--- src/hw/rdac_pkg.sv ---
// package for the reference ladder control block: offsets, fields, types
package rdac_pkg;
  // register byte addresses on the register bus
  localparam logic [3:0] ADDR_CONTROL_MAIN  = 4'h0;
  localparam logic [3:0] ADDR_LEVEL_SELECT  = 4'h4;
  localparam logic [3:0] ADDR_PIN_STATUS    = 4'h8;
  // field positions in reference_control_main
  localparam int BIT_ENABLE    = 7;
  localparam int BIT_LOW_POWER = 6;
  localparam int BIT_PIN_OE    = 5;
  localparam int BIT_PSS_HI    = 3;
  localparam int BIT_PSS_LO    = 2;
  localparam int BIT_NSS       = 0;
  // writable masks, unimplemented bits read zero
  localparam logic [7:0] MASK_CONTROL_MAIN = 8'h00ED;
  localparam logic [7:0] MASK_LEVEL_SELECT = 8'h001F;
  localparam logic [7:0] RESET_CONTROL     = 8'h0000;
  localparam logic [7:0] RESET_LEVEL       = 8'h0000;
  localparam int         LEVEL_BITS        = 5;
  localparam logic [4:0] LEVEL_ALL_ONES    = 5'h1F;
  localparam logic [4:0] LEVEL_ALL_ZEROS   = 5'h00;
  localparam logic [1:0] RESP_OKAY         = 2'h0;
  localparam logic [1:0] RESP_SLVERR       = 2'h2;

  // positive source codes
  typedef enum logic [1:0] {
    PSRC_SUPPLY   = 2'h0,
    PSRC_EXT_REF  = 2'h1,
    PSRC_FIXED    = 2'h2,
    PSRC_RESERVED = 2'h3
  } rdac_psrc_t;

  // analog control bundle towards the ladder and switches
  typedef struct packed {
    logic       ladder_on;
    logic       pos_source_connect;
    logic       neg_source_connect;
    logic       psel_supply;
    logic       psel_ext_ref;
    logic       psel_fixed;
    logic       nsel_ext_ref;
    logic       nsel_ground;
    logic [31:0] tap_onehot;
  } rdac_analog_t;

  // pin override bundle for the reference output pin
  typedef struct packed {
    logic pin_analog_route;
    logic pin_driver_override;
    logic pin_input_disable;
  } rdac_pin_t;
endpackage : rdac_pkg

--- src/hw/rdac_top.sv ---
// top of the reference ladder control block with an AXI4-Lite slave
// Summary of operation
// (RULE_01) ladder is active only while converter_enable is set.
// (RULE_02) 5-bit level_code selects one of 32 ladder taps.
// (RULE_03) tap output is negative source plus difference times code over 32.
// (RULE_04) low-power select set drops negative source, clear drops positive source.
// (RULE_05) disabled, low-power set, code all ones: output equals positive source.
// (RULE_06) disabled, low-power clear, code all zeros: output equals negative source.
// (RULE_07) pin_output_enable set routes the converter level onto the output pin.
// (RULE_08) pin_output_enable set overrides pin driver and disables its input detector.
// (RULE_09) digital read of the pin returns zero while it carries the level.
// (RULE_10) unimplemented bits of both registers ignore writes and read zero.
// (RULE_11) positive select: 00 supply, 01 external ref, 10 fixed buffer, 11 reserved.
// (RULE_12) negative select one picks external negative reference, zero picks ground.
// (RULE_13) reset disables converter, frees the pin and clears the level code.
// (RULE_14) wake from sleep leaves the main control register unchanged.
// (RULE_15) register writes reach the analog controls on the following clock edge.
`timescale 1ns/1ps
`default_nettype none
module rdac_top (
  input  wire logic               aclk,
  input  wire logic               aresetn,
  input  wire logic [3:0]         s_axi_awaddr,
  input  wire logic [2:0]         s_axi_awprot,
  input  wire logic               s_axi_awvalid,
  output logic                    s_axi_awready,
  input  wire logic [31:0]        s_axi_wdata,
  input  wire logic [3:0]         s_axi_wstrb,
  input  wire logic               s_axi_wvalid,
  output logic                    s_axi_wready,
  output logic [1:0]              s_axi_bresp,
  output logic                    s_axi_bvalid,
  input  wire logic               s_axi_bready,
  input  wire logic [3:0]         s_axi_araddr,
  input  wire logic [2:0]         s_axi_arprot,
  input  wire logic               s_axi_arvalid,
  output logic                    s_axi_arready,
  output logic [31:0]             s_axi_rdata,
  output logic [1:0]              s_axi_rresp,
  output logic                    s_axi_rvalid,
  input  wire logic               s_axi_rready,
  input  wire logic               pin_digital_in,
  output logic                    pin_digital_read,
  output rdac_pkg::rdac_analog_t  analog,
  output rdac_pkg::rdac_pin_t     pin
);
  import rdac_pkg::*;

  logic        aw_held;
  logic        w_held;
  logic [3:0]  aw_addr;
  logic [7:0]  w_byte;
  logic        w_lane0;
  logic        wr_fire;
  logic        wr_main;
  logic        wr_level;
  logic        wr_hit;
  logic [7:0]  control_main;
  logic [7:0]  level_select;
  logic [7:0]  rd_byte;
  logic        rd_hit;

  // address map check used by the read path only; writes decode wr_hit instead
  function automatic logic addr_mapped(input logic [3:0] a);
    addr_mapped = (a == ADDR_CONTROL_MAIN) || (a == ADDR_LEVEL_SELECT) || (a == ADDR_PIN_STATUS);
  endfunction : addr_mapped

  // each channel accepted once; no new ones while a response waits
  assign s_axi_awready = !aw_held && !s_axi_bvalid;
  assign s_axi_wready  = !w_held && !s_axi_bvalid;
  assign wr_fire  = aw_held && w_held && !s_axi_bvalid;
  // byte lane 0 only carries register data; other lanes ignored
  assign wr_hit   = (aw_addr == ADDR_CONTROL_MAIN) || (aw_addr == ADDR_LEVEL_SELECT);
  assign wr_main  = wr_fire && w_lane0 && (aw_addr == ADDR_CONTROL_MAIN);
  assign wr_level = wr_fire && w_lane0 && (aw_addr == ADDR_LEVEL_SELECT);

  // write address capture
  always_ff @(posedge aclk) begin
    if (!aresetn) begin
      aw_held <= 1'b0;
      aw_addr <= 4'h0;
    end else if (s_axi_awvalid && s_axi_awready) begin
      aw_held <= 1'b1;
      aw_addr <= s_axi_awaddr;
    end else if (wr_fire) begin
      aw_held <= 1'b0;
    end
  end

  // write data capture
  always_ff @(posedge aclk) begin
    if (!aresetn) begin
      w_held  <= 1'b0;
      w_byte  <= 8'h00;
      w_lane0 <= 1'b0;
    end else if (s_axi_wvalid && s_axi_wready) begin
      w_held  <= 1'b1;
      w_byte  <= s_axi_wdata[7:0];
      w_lane0 <= s_axi_wstrb[0];
    end else if (wr_fire) begin
      w_held  <= 1'b0;
    end
  end

  // write response; status register is read-only, so slverr there too
  always_ff @(posedge aclk) begin
    if (!aresetn) begin
      s_axi_bvalid <= 1'b0;
      s_axi_bresp  <= RESP_OKAY;
    end else if (wr_fire) begin
      s_axi_bvalid <= 1'b1;
      s_axi_bresp  <= wr_hit ? RESP_OKAY : RESP_SLVERR;
    end else if (s_axi_bready) begin
      s_axi_bvalid <= 1'b0;
    end
  end

  rdac_regs u_regs (
    .aclk         (aclk),
    .aresetn      (aresetn),
    .wr_main      (wr_main),
    .wr_level     (wr_level),
    .wr_byte      (w_byte),
    .control_main (control_main),
    .level_select (level_select)
  );

  rdac_ladder u_ladder (
    .aclk         (aclk),
    .aresetn      (aresetn),
    .control_main (control_main),
    .level_select (level_select),
    .analog       (analog),
    .pin          (pin)
  );

  // pin read forced low while it carries the analog level
  always_ff @(posedge aclk) begin
    if (!aresetn) begin
      pin_digital_read <= 1'b0;
    end else begin
      pin_digital_read <= pin_digital_in && !control_main[BIT_PIN_OE]; // RULE_09
    end
  end

  // read data mux
  always_comb begin
    rd_hit  = addr_mapped(s_axi_araddr);
    rd_byte = 8'h00;
    case (s_axi_araddr)
      ADDR_CONTROL_MAIN: rd_byte = control_main; // RULE_10
      ADDR_LEVEL_SELECT: rd_byte = level_select; // RULE_10
      ADDR_PIN_STATUS:   rd_byte = {7'h00, pin_digital_read};
      default:           rd_byte = 8'h00;
    endcase
  end

  assign s_axi_arready = !s_axi_rvalid;

  // read channel, one cycle after address accepted
  always_ff @(posedge aclk) begin
    if (!aresetn) begin
      s_axi_rvalid <= 1'b0;
      s_axi_rdata  <= 32'h0000_0000;
      s_axi_rresp  <= RESP_OKAY;
    end else if (s_axi_arvalid && s_axi_arready) begin
      s_axi_rvalid <= 1'b1;
      s_axi_rdata  <= {24'h00_0000, rd_byte};
      s_axi_rresp  <= rd_hit ? RESP_OKAY : RESP_SLVERR;
    end else if (s_axi_rready) begin
      s_axi_rvalid <= 1'b0;
    end
  end

  // checks on the registered controls
  enable_follow_a: assert property (@(posedge aclk) disable iff (!aresetn)
    analog.ladder_on == $past(control_main[BIT_ENABLE])) else $error("ladder enable mismatch"); // RULE_01
  // the first edge after release still shows the all-zero reset outputs
  tap_onehot_a: assert property (@(posedge aclk) disable iff (!aresetn)
    $past(aresetn) |-> analog.tap_onehot == (32'h0000_0001 << $past(level_select[4:0])))
    else $error("tap select wrong"); // RULE_02
  source_power_a: assert property (@(posedge aclk) disable iff (!aresetn)
    $past(aresetn) && !$past(control_main[BIT_ENABLE]) |-> (analog.neg_source_connect != analog.pos_source_connect))
    else $error("low power source wrong"); // RULE_04
  clamp_pos_a: assert property (@(posedge aclk) disable iff (!aresetn)
    (!control_main[BIT_ENABLE] && control_main[BIT_LOW_POWER] && level_select[4:0] == LEVEL_ALL_ONES)
    |=> (analog.tap_onehot[31] && analog.pos_source_connect && !analog.neg_source_connect))
    else $error("positive clamp wrong"); // RULE_05
  clamp_neg_a: assert property (@(posedge aclk) disable iff (!aresetn)
    (!control_main[BIT_ENABLE] && !control_main[BIT_LOW_POWER] && level_select[4:0] == LEVEL_ALL_ZEROS)
    |=> (analog.tap_onehot[0] && analog.neg_source_connect && !analog.pos_source_connect))
    else $error("negative clamp wrong"); // RULE_06
  pin_override_a: assert property (@(posedge aclk) disable iff (!aresetn)
    control_main[BIT_PIN_OE] |=> (pin.pin_analog_route && pin.pin_driver_override && pin.pin_input_disable))
    else $error("pin override missing"); // RULE_07
  pin_read_zero_a: assert property (@(posedge aclk) disable iff (!aresetn)
    control_main[BIT_PIN_OE] |=> !pin_digital_read) else $error("pin read not zero"); // RULE_09
  reserved_zero_a: assert property (@(posedge aclk) disable iff (!aresetn)
    ((control_main & ~MASK_CONTROL_MAIN) == 8'h00) && ((level_select & ~MASK_LEVEL_SELECT) == 8'h00))
    else $error("reserved bit set"); // RULE_10
  psel_unique_a: assert property (@(posedge aclk) disable iff (!aresetn)
    $past(control_main[3:2]) == PSRC_FIXED |-> analog.psel_fixed && !analog.psel_supply)
    else $error("positive select wrong"); // RULE_11
  nsel_a: assert property (@(posedge aclk) disable iff (!aresetn)
    analog.nsel_ext_ref == $past(control_main[BIT_NSS])) else $error("negative select wrong"); // RULE_12
  reset_clear_a: assert property (@(posedge aclk)
    !aresetn |=> (!analog.ladder_on && !pin.pin_analog_route && level_select == RESET_LEVEL))
    else $error("reset did not clear"); // RULE_13
  write_latency_a: assert property (@(posedge aclk) disable iff (!aresetn)
    wr_main |=> ##1 (analog.ladder_on == $past(w_byte[BIT_ENABLE], 2)))
    else $error("write latency wrong"); // RULE_15

  cov_write_c: cover property (@(posedge aclk) wr_main);
  cov_read_c:  cover property (@(posedge aclk) s_axi_rvalid && s_axi_rready);
  cov_clamp_c: cover property (@(posedge aclk) analog.tap_onehot[31] && !analog.ladder_on);
  cov_pin_c:   cover property (@(posedge aclk) pin.pin_analog_route);
endmodule : rdac_top
`default_nettype wire

--- src/hw/rdac_regs.sv ---
// register storage for the two control registers, writes masked
`timescale 1ns/1ps
`default_nettype none
module rdac_regs (
  input  wire logic       aclk,
  input  wire logic       aresetn,
  input  wire logic       wr_main,
  input  wire logic       wr_level,
  input  wire logic [7:0] wr_byte,
  output logic [7:0]      control_main,
  output logic [7:0]      level_select
);
  import rdac_pkg::*;

  // main control; no sleep input exists, so wake keeps contents  RULE_14
  always_ff @(posedge aclk) begin
    if (!aresetn) begin
      control_main <= RESET_CONTROL; // RULE_13
    end else if (wr_main) begin
      control_main <= wr_byte & MASK_CONTROL_MAIN; // RULE_10
    end
  end

  // level code register
  always_ff @(posedge aclk) begin
    if (!aresetn) begin
      level_select <= RESET_LEVEL; // RULE_13
    end else if (wr_level) begin
      level_select <= wr_byte & MASK_LEVEL_SELECT; // RULE_10
    end
  end
endmodule : rdac_regs
`default_nettype wire

--- src/hw/rdac_ladder.sv ---
// decode of control bits into ladder, switch and pin controls
`timescale 1ns/1ps
`default_nettype none
module rdac_ladder (
  input  wire logic                aclk,
  input  wire logic                aresetn,
  input  wire logic [7:0]          control_main,
  input  wire logic [7:0]          level_select,
  output rdac_pkg::rdac_analog_t   analog,
  output rdac_pkg::rdac_pin_t      pin
);
  import rdac_pkg::*;

  // one-hot tap from the 5-bit code
  function automatic logic [31:0] tap_decode(input logic [4:0] code);
    tap_decode = 32'h0000_0001 << code;
  endfunction : tap_decode

  rdac_analog_t next_analog;
  rdac_pin_t    next_pin;
  logic [1:0]   pss;

  // combinational decode of the analog controls
  always_comb begin
    pss = control_main[BIT_PSS_HI:BIT_PSS_LO];
    next_analog = '0;
    next_analog.ladder_on = control_main[BIT_ENABLE]; // RULE_01
    // low-power: set drops negative end, clear drops positive end
    next_analog.pos_source_connect = control_main[BIT_ENABLE] | control_main[BIT_LOW_POWER]; // RULE_04
    next_analog.neg_source_connect = control_main[BIT_ENABLE] | ~control_main[BIT_LOW_POWER]; // RULE_04 RULE_05 RULE_06
    // reserved positive code connects nothing, safest choice
    next_analog.psel_supply  = (pss == PSRC_SUPPLY); // RULE_11
    next_analog.psel_ext_ref = (pss == PSRC_EXT_REF); // RULE_11
    next_analog.psel_fixed   = (pss == PSRC_FIXED); // RULE_11
    next_analog.nsel_ext_ref = control_main[BIT_NSS]; // RULE_12
    next_analog.nsel_ground  = ~control_main[BIT_NSS]; // RULE_12
    // tap k gives neg + (pos-neg)*k/32  RULE_02 RULE_03
    next_analog.tap_onehot   = tap_decode(level_select[LEVEL_BITS-1:0]);
    next_pin.pin_analog_route    = control_main[BIT_PIN_OE]; // RULE_07
    next_pin.pin_driver_override = control_main[BIT_PIN_OE]; // RULE_08
    next_pin.pin_input_disable   = control_main[BIT_PIN_OE]; // RULE_08
  end

  // outputs registered; follow register one edge later
  always_ff @(posedge aclk) begin
    if (!aresetn) begin
      analog <= '0; // RULE_13
      pin    <= '0; // RULE_13
    end else begin
      analog <= next_analog; // RULE_15
      pin    <= next_pin; // RULE_15
    end
  end
endmodule : rdac_ladder
`default_nettype wire

--- config.mk ---
export PLATFORM = sky130hd
export DESIGN_NAME = rdac_top
export DESIGN_NICKNAME = d
export VERILOG_FILES = /design/src/hw/rdac_pkg.sv /design/src/hw/rdac_top.sv /design/src/hw/rdac_regs.sv /design/src/hw/rdac_ladder.sv
export SDC_FILE = /design/constraint.sdc
export NUM_CORES = 1
export LEC_CHECK = 0
export ABC_AREA = 1
export ABC_CLOCK_PERIOD_IN_PS = 1340
export BUFFER_PORTS_ARGS = -buffer_cell sky130_fd_sc_hd__buf_2
export CORE_MARGIN = 8
export CORE_UTILIZATION = 40
export CTS_CLUSTER_SIZE = 8
export DETAILED_ROUTE_END_ITERATION = 10
export PLACE_DENSITY = 0.77
export SYNTH_ARGS = -nofsm -noshare
export SYNTH_HDL_FRONTEND = slang
export SYNTH_SLANG_ARGS = --single-unit
--- constraint.sdc ---
create_clock -name aclk -period 1.34 [get_ports aclk]
set_clock_uncertainty 0.15 [all_clocks]
set_input_delay 0.067 -clock aclk [delete_from_list [all_inputs] [get_ports aclk]]
set_output_delay 0.067 -clock aclk [all_outputs]
set_load 0.02 [all_outputs]
==> impl_results.md, run 1 <==
- First-pass GRT wire length: 11,200 µm
- Worst hold path class: primary input to flip-flop
- Final Cell Area: just under 4000 µm²
- DRT antenna net count: 0
- Starting Density: between 40 and 50%
- Core Area: between 7000 and 8000 µm²
- Crit-path cells: nor2_2 > nand3b_1 > nor2_4 > nand2_1 > nand2_1 > nor2_1
- PortBufs: 83
- Grt ovf: 0
- Largest family of logic cells by synthesized area: simple AND/OR/NAND/NOR gates
- Leak: 1.81 nW
- Synth Area in Compound Gates: 6.47%
- Core Rows: 31
- Number of top-level pins: ~140
- Finished Layout Cells: 569
- Maximum root-to-sink buffer count: 2
- Clock tree sinks: 80
- Max VDD drop: approximately 0.00062 V
- Layout area overhead: 33.2%
- Violated checks: negative setup slack
- Dpl cells: ~530
- Vias in the first global route: approximately 2,500
- CP dominant cell by count: nand2_1
- N_diodes: 0
- Die Span X: 101 µm
- Pre-antenna DRT Iters: 4
- R2r endpoint: u_regs.level_select[3]
- Hold_sp: s_axi_arvalid
- Yosys Warn Count: 0
- Antenna violations before repair: 0
- CTS tree: done
- Worst Path Required: approximately 1.4 ns
- Overall Global Routing Usage: between 10% and 20%
- Post-synthesis sequential area ratio: 55.2%
- Netlist area before placement: 2900 µm²
- Worst skew pair latency: around 0.35 ns
- Synth Area per Inst: roughly 8.3 µm²
- Final Hold Viols: 0
- CTS H-Tree Depth: 3
- Yosys cell types: 22
- Status: finished with violations
- Syn Inst Count: ~350
- Nets@finish: approximately 520
- Max-cap violations: 0
- Slowest CP cell: dfxtp_2
- Final Slew Violations: 0
- Max Freq: between 700 and 800 MHz
- Final period utilization: 100%
- XOR/XNOR share of the synthesized area: 0%
- Total power: between 4 and 5 mW
- Placed Area: about 3400 µm²
- Final wirelength: 7210 µm
- Worst Hold End: s_axi_rdata[2]
- Initial DRC Count: around 120
- Vias: 2,533
- Die H: around 100 µm
- Post-synthesis mux area share: 0%
- Largest net degree at the start of global routing: 34
- WL/cell: between 10 and 15 µm
- Post-layout minimum cycle time: 1.34 ns
- Clk root buf: clkbuf_8
- Layout cells sized above 1: approximately 28%
- WHS Path Cells: 5
- Pwr Density: between 1000 and 1500 nW/µm²
- Placer Congestion: approximately 0.75
- Setup crit start: aw_addr[1]
- Peak per-stage delay on the critical path: 0.33 ns
- Unrepaired setup endpoints after global routing: true
- Yosys reg bits: 80
- R2R Setup Slk: -0.003 ns
- HPWL after DPL: 5130 µm
- Highest net fanout along the worst path: 5
- Worst r2r src: aw_addr[1]
- CP Class: flip-flop to flip-flop
- Worst-path clk slew: roughly 0.08 ns
- R2R cell count: 6
- Crit path DAT: between 1 and 1.5 ns
- Final setup fails: 1
- Via-to-Cell Ratio: 4.45
- CP startpoint kind: flip-flop
- CTS Buf Count: 9
- Drt drc: 0
- Final WS setup: -0.00255 ns
- Adder-Cell Fraction of Synth Area: 0%
- Die area: between 10,000 and 15,000 µm²
- Crit end category: flip-flop
- Simple-gate share of the synthesized area: between 20% and 30%
-- critical path: cells and delay by family (launching register included) --
kind,cells,cell delay [ns]
DFF,1,0.33
and+or+nand+nor,6,0.76
-- registers in the layout, indices dropped and copies added, names as in the netlist --
name                 flops
aw_addr                  4
u_regs.control_main      6
pin_digital_read         1
u_ladder.pin             1
u_ladder.analog         40
s_axi_rdata              8
s_axi_bresp              1
w_held                   1
aw_held                  1
s_axi_rvalid             1
w_byte                   8
u_regs.level_select      5
w_lane0                  1
s_axi_bvalid             1
s_axi_rresp              1
-- cell usage after synthesis --
master	instances	share of area, %
nand2_1	50	6.5
nor2_2	3	0.65
buf_4	28	7.3
nor3_1	5	0.86
nor2_1	72	9.3
buf_2	10	1.7
clkbuf_1	2	0.26
or2_1	1	0.22
o21ai_0	19	3.3
nand2_2	2	0.43
conb_1	1	0.13
dfxtp_1	80	55
nand3b_1	1	0.26
inv_1	23	3.0
inv_2	1	0.13
o21a_1	1	0.26
a21oi_1	17	2.9
nand4_1	15	3.2
nand4_2	1	0.43
nor2_4	1	0.39
nand3_1	16	2.8
buf_6	2	0.78
-- layer usage --
layer  global-route usage [%]  up-vias  wire, µm
met4                     6.53        0       121
li1                         -     1289         -
met2                     24.2       91      3550
met1                     14.1     1141      2930
met3                     5.43       12       618
met5                        0        -         0
-- layout make-up --
cell class | instances | area [µm²]
Tap cell | 99 | 124
Timing Repair Buffer | 119 | 766
Fill cell | 683 | 3270
Sequential cell | 80 | 1610
Clock inverter | 5 | 62.6
Inverter | 24 | 90.1
Clock buffer | 11 | 151
Multi-Input combinational cell | 231 | 1060
-- cell families (layout without fill, tap and decap cells) --
logic type | after synthesis | count (layout)
AOI/OAI and AO/OA | 37 | 37
and+or+nand+nor | 167 | 168
buffers and inverters | 66 | 159
other | 1 | 26
DFF | 80 | 80
-- worst max-delay path by stage --
stage	slack (ns)	cells after the start	endpoint
4_1_cts	0.01	3	s_axi_awready
3_5_place_dp	0.03	5	u_regs.level_select[3]
5_1_grt	-0.07	6	u_regs.level_select[3]
6_report	-0.003	6	u_regs.level_select[3]
3_3_place_gp	0.04	6	u_regs.control_main[5]
2_1_floorplan	0.007	4	aw_addr[1]
-- what timing repair did --
action / CTS / global route
hold buffers: 23 / 0
resized for setup: 2 / 14
hold endpoints to repair: 28 / 0
endpoints found under the setup margin: 1 / 19
buffers inserted: 0 / 1
gates cloned: 0 / 1
pin swaps: 0 / 7
-- metrics by stage --
step	hold slack, ns	utilization (%)	setup TNS (ns)	worst slack (ns)
global placement	0.169	47.0	0	0.0398
CTS	0.00830	53.2	0	0.0106
floorplan	0.0387	-	0	0.00741
global route	0.0432	54.1	-0.422	-0.0692
finish	0.0209	54.1	-0.00255	-0.00255
detailed placement	0.176	47.0	0	0.0308
-- placed cells by master (no fill, tap or decap), drive strengths merged, types with 2 or more instances in the layout --
cell type | netlist | final
conb | 1 | 26
dfxtp | 80 | 80
buf | 40 | 96
clkinvlp | 0 | 2
clkbuf | 2 | 11
o21ai | 19 | 19
nor2 | 76 | 77
dlygate4sd3 | 0 | 23
inv | 24 | 25
a21oi | 17 | 17
nand2 | 52 | 52
nand4 | 16 | 16
nand3 | 16 | 16
nor3 | 5 | 5
-- where the power goes --
group / switching, mW / total [mW] / internal [mW]
Clock: 0.870 / 1.84 / 0.971
Sequential: 0.0341 / 2.47 / 2.44
Combinational: 0.297 / 0.467 / 0.170
Note: power is estimated with default switching activity, not from simulation.
==> inputs of run 2 (changes only) <==
--- a/config.mk
+++ b/config.mk
@@ -5,8 +5,7 @@
 export SDC_FILE = /design/constraint.sdc
 export NUM_CORES = 1
 export LEC_CHECK = 0
-export ABC_AREA = 1
-export ABC_CLOCK_PERIOD_IN_PS = 1340
+export ABC_CLOCK_PERIOD_IN_PS = 1500
 export BUFFER_PORTS_ARGS = -buffer_cell sky130_fd_sc_hd__buf_2
 export CORE_MARGIN = 8
 export CORE_UTILIZATION = 40
==> constraint.sdc (replaced) <==
create_clock -name aclk -period 1.5 [get_ports aclk]
set_clock_uncertainty 0.15 [all_clocks]
set_input_delay 0.075 -clock aclk [delete_from_list [all_inputs] [get_ports aclk]]
set_output_delay 0.075 -clock aclk [all_outputs]
set_load 0.02 [all_outputs]
==> run 2 against run 1 <==
The run now ends clean. Routed wire length up 1.3%. Combinational power is 3% lower. Critical path depth decreased by 3. Count of clock-buffer cells in the layout down 1. First-iteration DRC count up 50%. Synthesized area increased by 2.7%. Clock power down 7%. Synthesized cell count is 11% lower.
==> impl_results.md, run 2 <==
- CP Class: flip-flop to flip-flop
- Post-synthesis sequential area ratio: 53.8% (-1.5 points)
- Most used DFF post-synth: dfxtp_1
- N_diodes: 0 (unchanged)
- Max Freq: 673 MHz (-9.6%)
- Clk root buf: clkbuf_8
- R2R Setup Slk: 0.02 ns (+0.02 ns)
- Final wirelength: 7300 µm (+1.3%)
- Routed length on met2: 3440 µm (-3.0%)
- Vias: 2,455 (-3.1%)
- Most frequent cells in the layout: 84 x buf_2, 76 x dfxtp_1, 49 x nor2_1
- Max VDD drop: 0.000526 V (-15%)
- Combinational power share: 10.4% (+0.6 points)
- Core Area: 7210 µm² (+1.1%)
- Yosys reg bits: 80 (unchanged)
- Unrepaired setup endpoints after global routing: true
- Final Hold Viols: 0 (unchanged)
- PortBufs: 83 (unchanged)
- CTS H-Tree Depth: 3 (unchanged)
- Final WS setup: 0.0151 ns (+0.0177 ns)
- Post-CTS setup buffers: 0 (unchanged)
- Overall Global Routing Usage: 13.4% (-0.45 points)
- Register share of total power: 50.4% (-1.3 points)
- Highest net fanout along the worst path: 6 (+1)
- Synth top area share: 53.8% (-1.5 points)
- Ys async rst share: 0% (unchanged)
- Synth Area per Inst: 9.58 µm² (+16%)
- Final Cell Area: 3980 µm² (+3.0%)
- Final period utilization: 99.0% (-1.2 points)
- Die H: 102 µm (+1.1%)
- Commonest non-fill, non-tap cell in the layout: buf_2
- Reg with most FFs: u_ladder.analog
- Total power: 4.36 mW (-8.7%)
- Yosys Warn Count: 0 (unchanged)
- Int Pwr: 3.31 mW (-7.6%)
- Clock tree sinks: 80 (unchanged)
- Vias in the first global route: 2,358 (-3.9%)
- Crit end category: flip-flop
- Max reg flops: 40 (unchanged)
- Top cell type by total area after synthesis: dfxtp_1
- Uppermost layer routed: met4
- Grt ovf: 0 (unchanged)
- Crit path DAT: 1.56 ns (+0.12 ns)
- Status: finished clean
- Final Slew Violations: 0 (unchanged)
- Post-synth EDFFs: 0 (unchanged)
- HPWL after DPL: 5100 µm (-0.47%)
- Nets@finish: 486 (-7.1%)
- DP Worst Slack: 0.0220 ns (-0.00881 ns)
- Pre-antenna DRT Iters: 5 (+1)
- CTS tree: done
- M1 WL: 3130 µm (+7.1%)
- Max-cap violations: 0 (unchanged)
- WL/cell: 13.7 µm (+8.3%)
- Core Rows: 31 (unchanged)
- Worst hold path class: primary input to flip-flop
- Layout cells sized above 1: 32.8% (+5.1 points)
- Worst Path Required: 1.57 ns (+0.13 ns)
- Area of the multi-input gates: 1200 µm² (+13%)
- Drt drc: 0 (unchanged)
- Maximum root-to-sink buffer count: 2 (unchanged)
- Placer Congestion: 0.793 (+5.1%)
- Top flop regs: u_ladder.analog x40, s_axi_rdata x8, w_byte x8
- Slowest CP cell: or4b_4
- Seq. cell area: 1610 µm² (+0.23%)
- Fillers: 635 (-7.0%)
- WL met3: 611 µm (-1.1%)
- Die Span X: 102 µm (+1.1%)
- Via-to-Cell Ratio: 4.61 (+3.7%)
- Yosys cell types: 39 (+77%)
- Placed Area: 3480 µm² (+3.8%)
- Post-layout minimum cycle time: 1.48 ns (+0.142 ns)
- Leak: 1.78 nW (-1.6%)
- CTS Buf Count: 9 (unchanged)
- First-pass GRT wire length: 11,000 µm (-1.7%)
- Crit-path cells: or4b_4 > o21ai_1 > a21oi_1
- Worst skew pair latency: 0.34 ns (about the same)
- Largest net degree at the start of global routing: 45 (+32%)
- Worst-path clk slew: 0.08 ns (about the same)
- Starting Density: 41.3% (+0.66 points)
- WHS: 0.0471 ns (+0.0262 ns)
- Switching Power: 1.06 mW (-12%)
- Post-synth top cells: 80 x dfxtp_1, 49 x nor2_1, 28 x buf_4, 20 x a21oi_1
- Final setup fails: 0 (-1)
- Ranking of synthesized cells by area: dfxtp_1 54%, buf_4 7.1%, nor2_1 6.2%, mux2i_1 4.7%, a21oi_1 3.4%
- Pwr Density: 1100 nW/µm² (-11%)
- Syn Inst Count: 311 (-11%)
- Antenna violations before repair: 0 (unchanged)
- Peak per-stage delay on the critical path: 0.61 ns (+0.28 ns)
- Die area: 10,500 µm² (+2.3%)
- Switching part of the total: 24.2% (-0.89 points)
- Layout area overhead: 33.7%
- Netlist area before placement: 2980 µm² (+2.7%)
- Clock Power Share: 39.3% (+0.8 points)
- CP startpoint kind: flip-flop
- Initial DRC Count: 175 (+50%)
- Most common cell in the netlist: dfxtp_1
- DRT antenna net count: 0 (unchanged)
- Setup TNS: 0 ns (+0.00255 ns)
- Number of top-level pins: 143 (unchanged)
-- run 2: cell count changes in the layout (fill, tap and decap cells not counted), moves of 4 or more --
cell | before | now
nor3_1 | 5 | 10
mux2i_1 | 0 | 13
nand4_1 | 15 | 3
buf_4 | 11 | 20
nand2_1 | 48 | 10
o21ai_0 | 19 | 1
nand2b_1 | 0 | 11
inv_1 | 23 | 5
nand4b_1 | 0 | 4
nor2_4 | 5 | 0
nor2_1 | 69 | 49
o21ai_1 | 0 | 9
-- run 2: cells by family after synthesis --
family / count (synthesis) / share of synthesized area (%)
other cells: 1 / 0.126
buf+inv: 52 / 10.9
flops: 80 / 53.8
compound gates: 37 / 6.85
simple gates: 125 / 22.9
mux: 16 / 5.46
-- run 2: layout make-up --
cell class,count,share of cell area (%)
Clock inverter,6,2.29
Clock buffer,10,3.21
Tap cell,99,3.11
Sequential cell,80,40.4
Timing Repair Buffer,127,20.2
Inverter,5,0.472
Multi-Input combinational cell,205,30.3
-- run 2: power groups by stage --
stage / logic [mW] / clock network (mW) / registers [mW]
4_1_cts: 0.415 / 1.75 / 2.19
5_1_grt: 0.493 / 1.85 / 2.20
3_3_place_gp: 0.366 / 0 / 2.24
2_1_floorplan: 0.283 / 0 / 2.26
6_report: 0.452 / 1.71 / 2.20
3_5_place_dp: 0.373 / 0 / 2.24
-- run 2: metrics by stage --
step	util [%]	instances
after floorplan	-	336
after global placement	48.2	493
after detailed placement	48.2	493
after CTS	54.0	529
after global routing	55.2	532
final	55.2	532
-- run 2: repair_timing --
item | 4_1_cts | 5_1_grt
hold buffers | 20 | 0
gates resized for setup | 0 | 20
hold endpoints to repair | 25 | 0
endpoints found under the setup margin | 0 | 23
-- run 2: worst paths after layout --
path,startpoint,to,cells after the start
max,s_axi_bvalid,u_regs.level_select[2],3
max reg2reg,s_axi_bvalid,u_regs.level_select[2],3
min reg2reg,s_axi_rdata[3],s_axi_rdata[3],2
min,s_axi_araddr[1],s_axi_rdata[3],5
-- run 2: worst max-delay path, delay by kind of cell, from the launching register on --
| family | cells | cell delay (ns) |
|---|---|---|
| flip-flops | 1 | 0.37 |
| AND/OR/NAND/NOR | 1 | 0.61 |
| AO/OA/AOI/OAI | 2 | 0.23 |
-- run 2: metal layers --
| layer | global-route usage [%] | vias up |
|---|---|---|
| li1 | - | 1237 |
| met2 | 20.9 | 90 |
| met1 | 15.9 | 1116 |
| met5 | 0 | - |
| met4 | 7.90 | 0 |
| met3 | 3.81 | 12 |
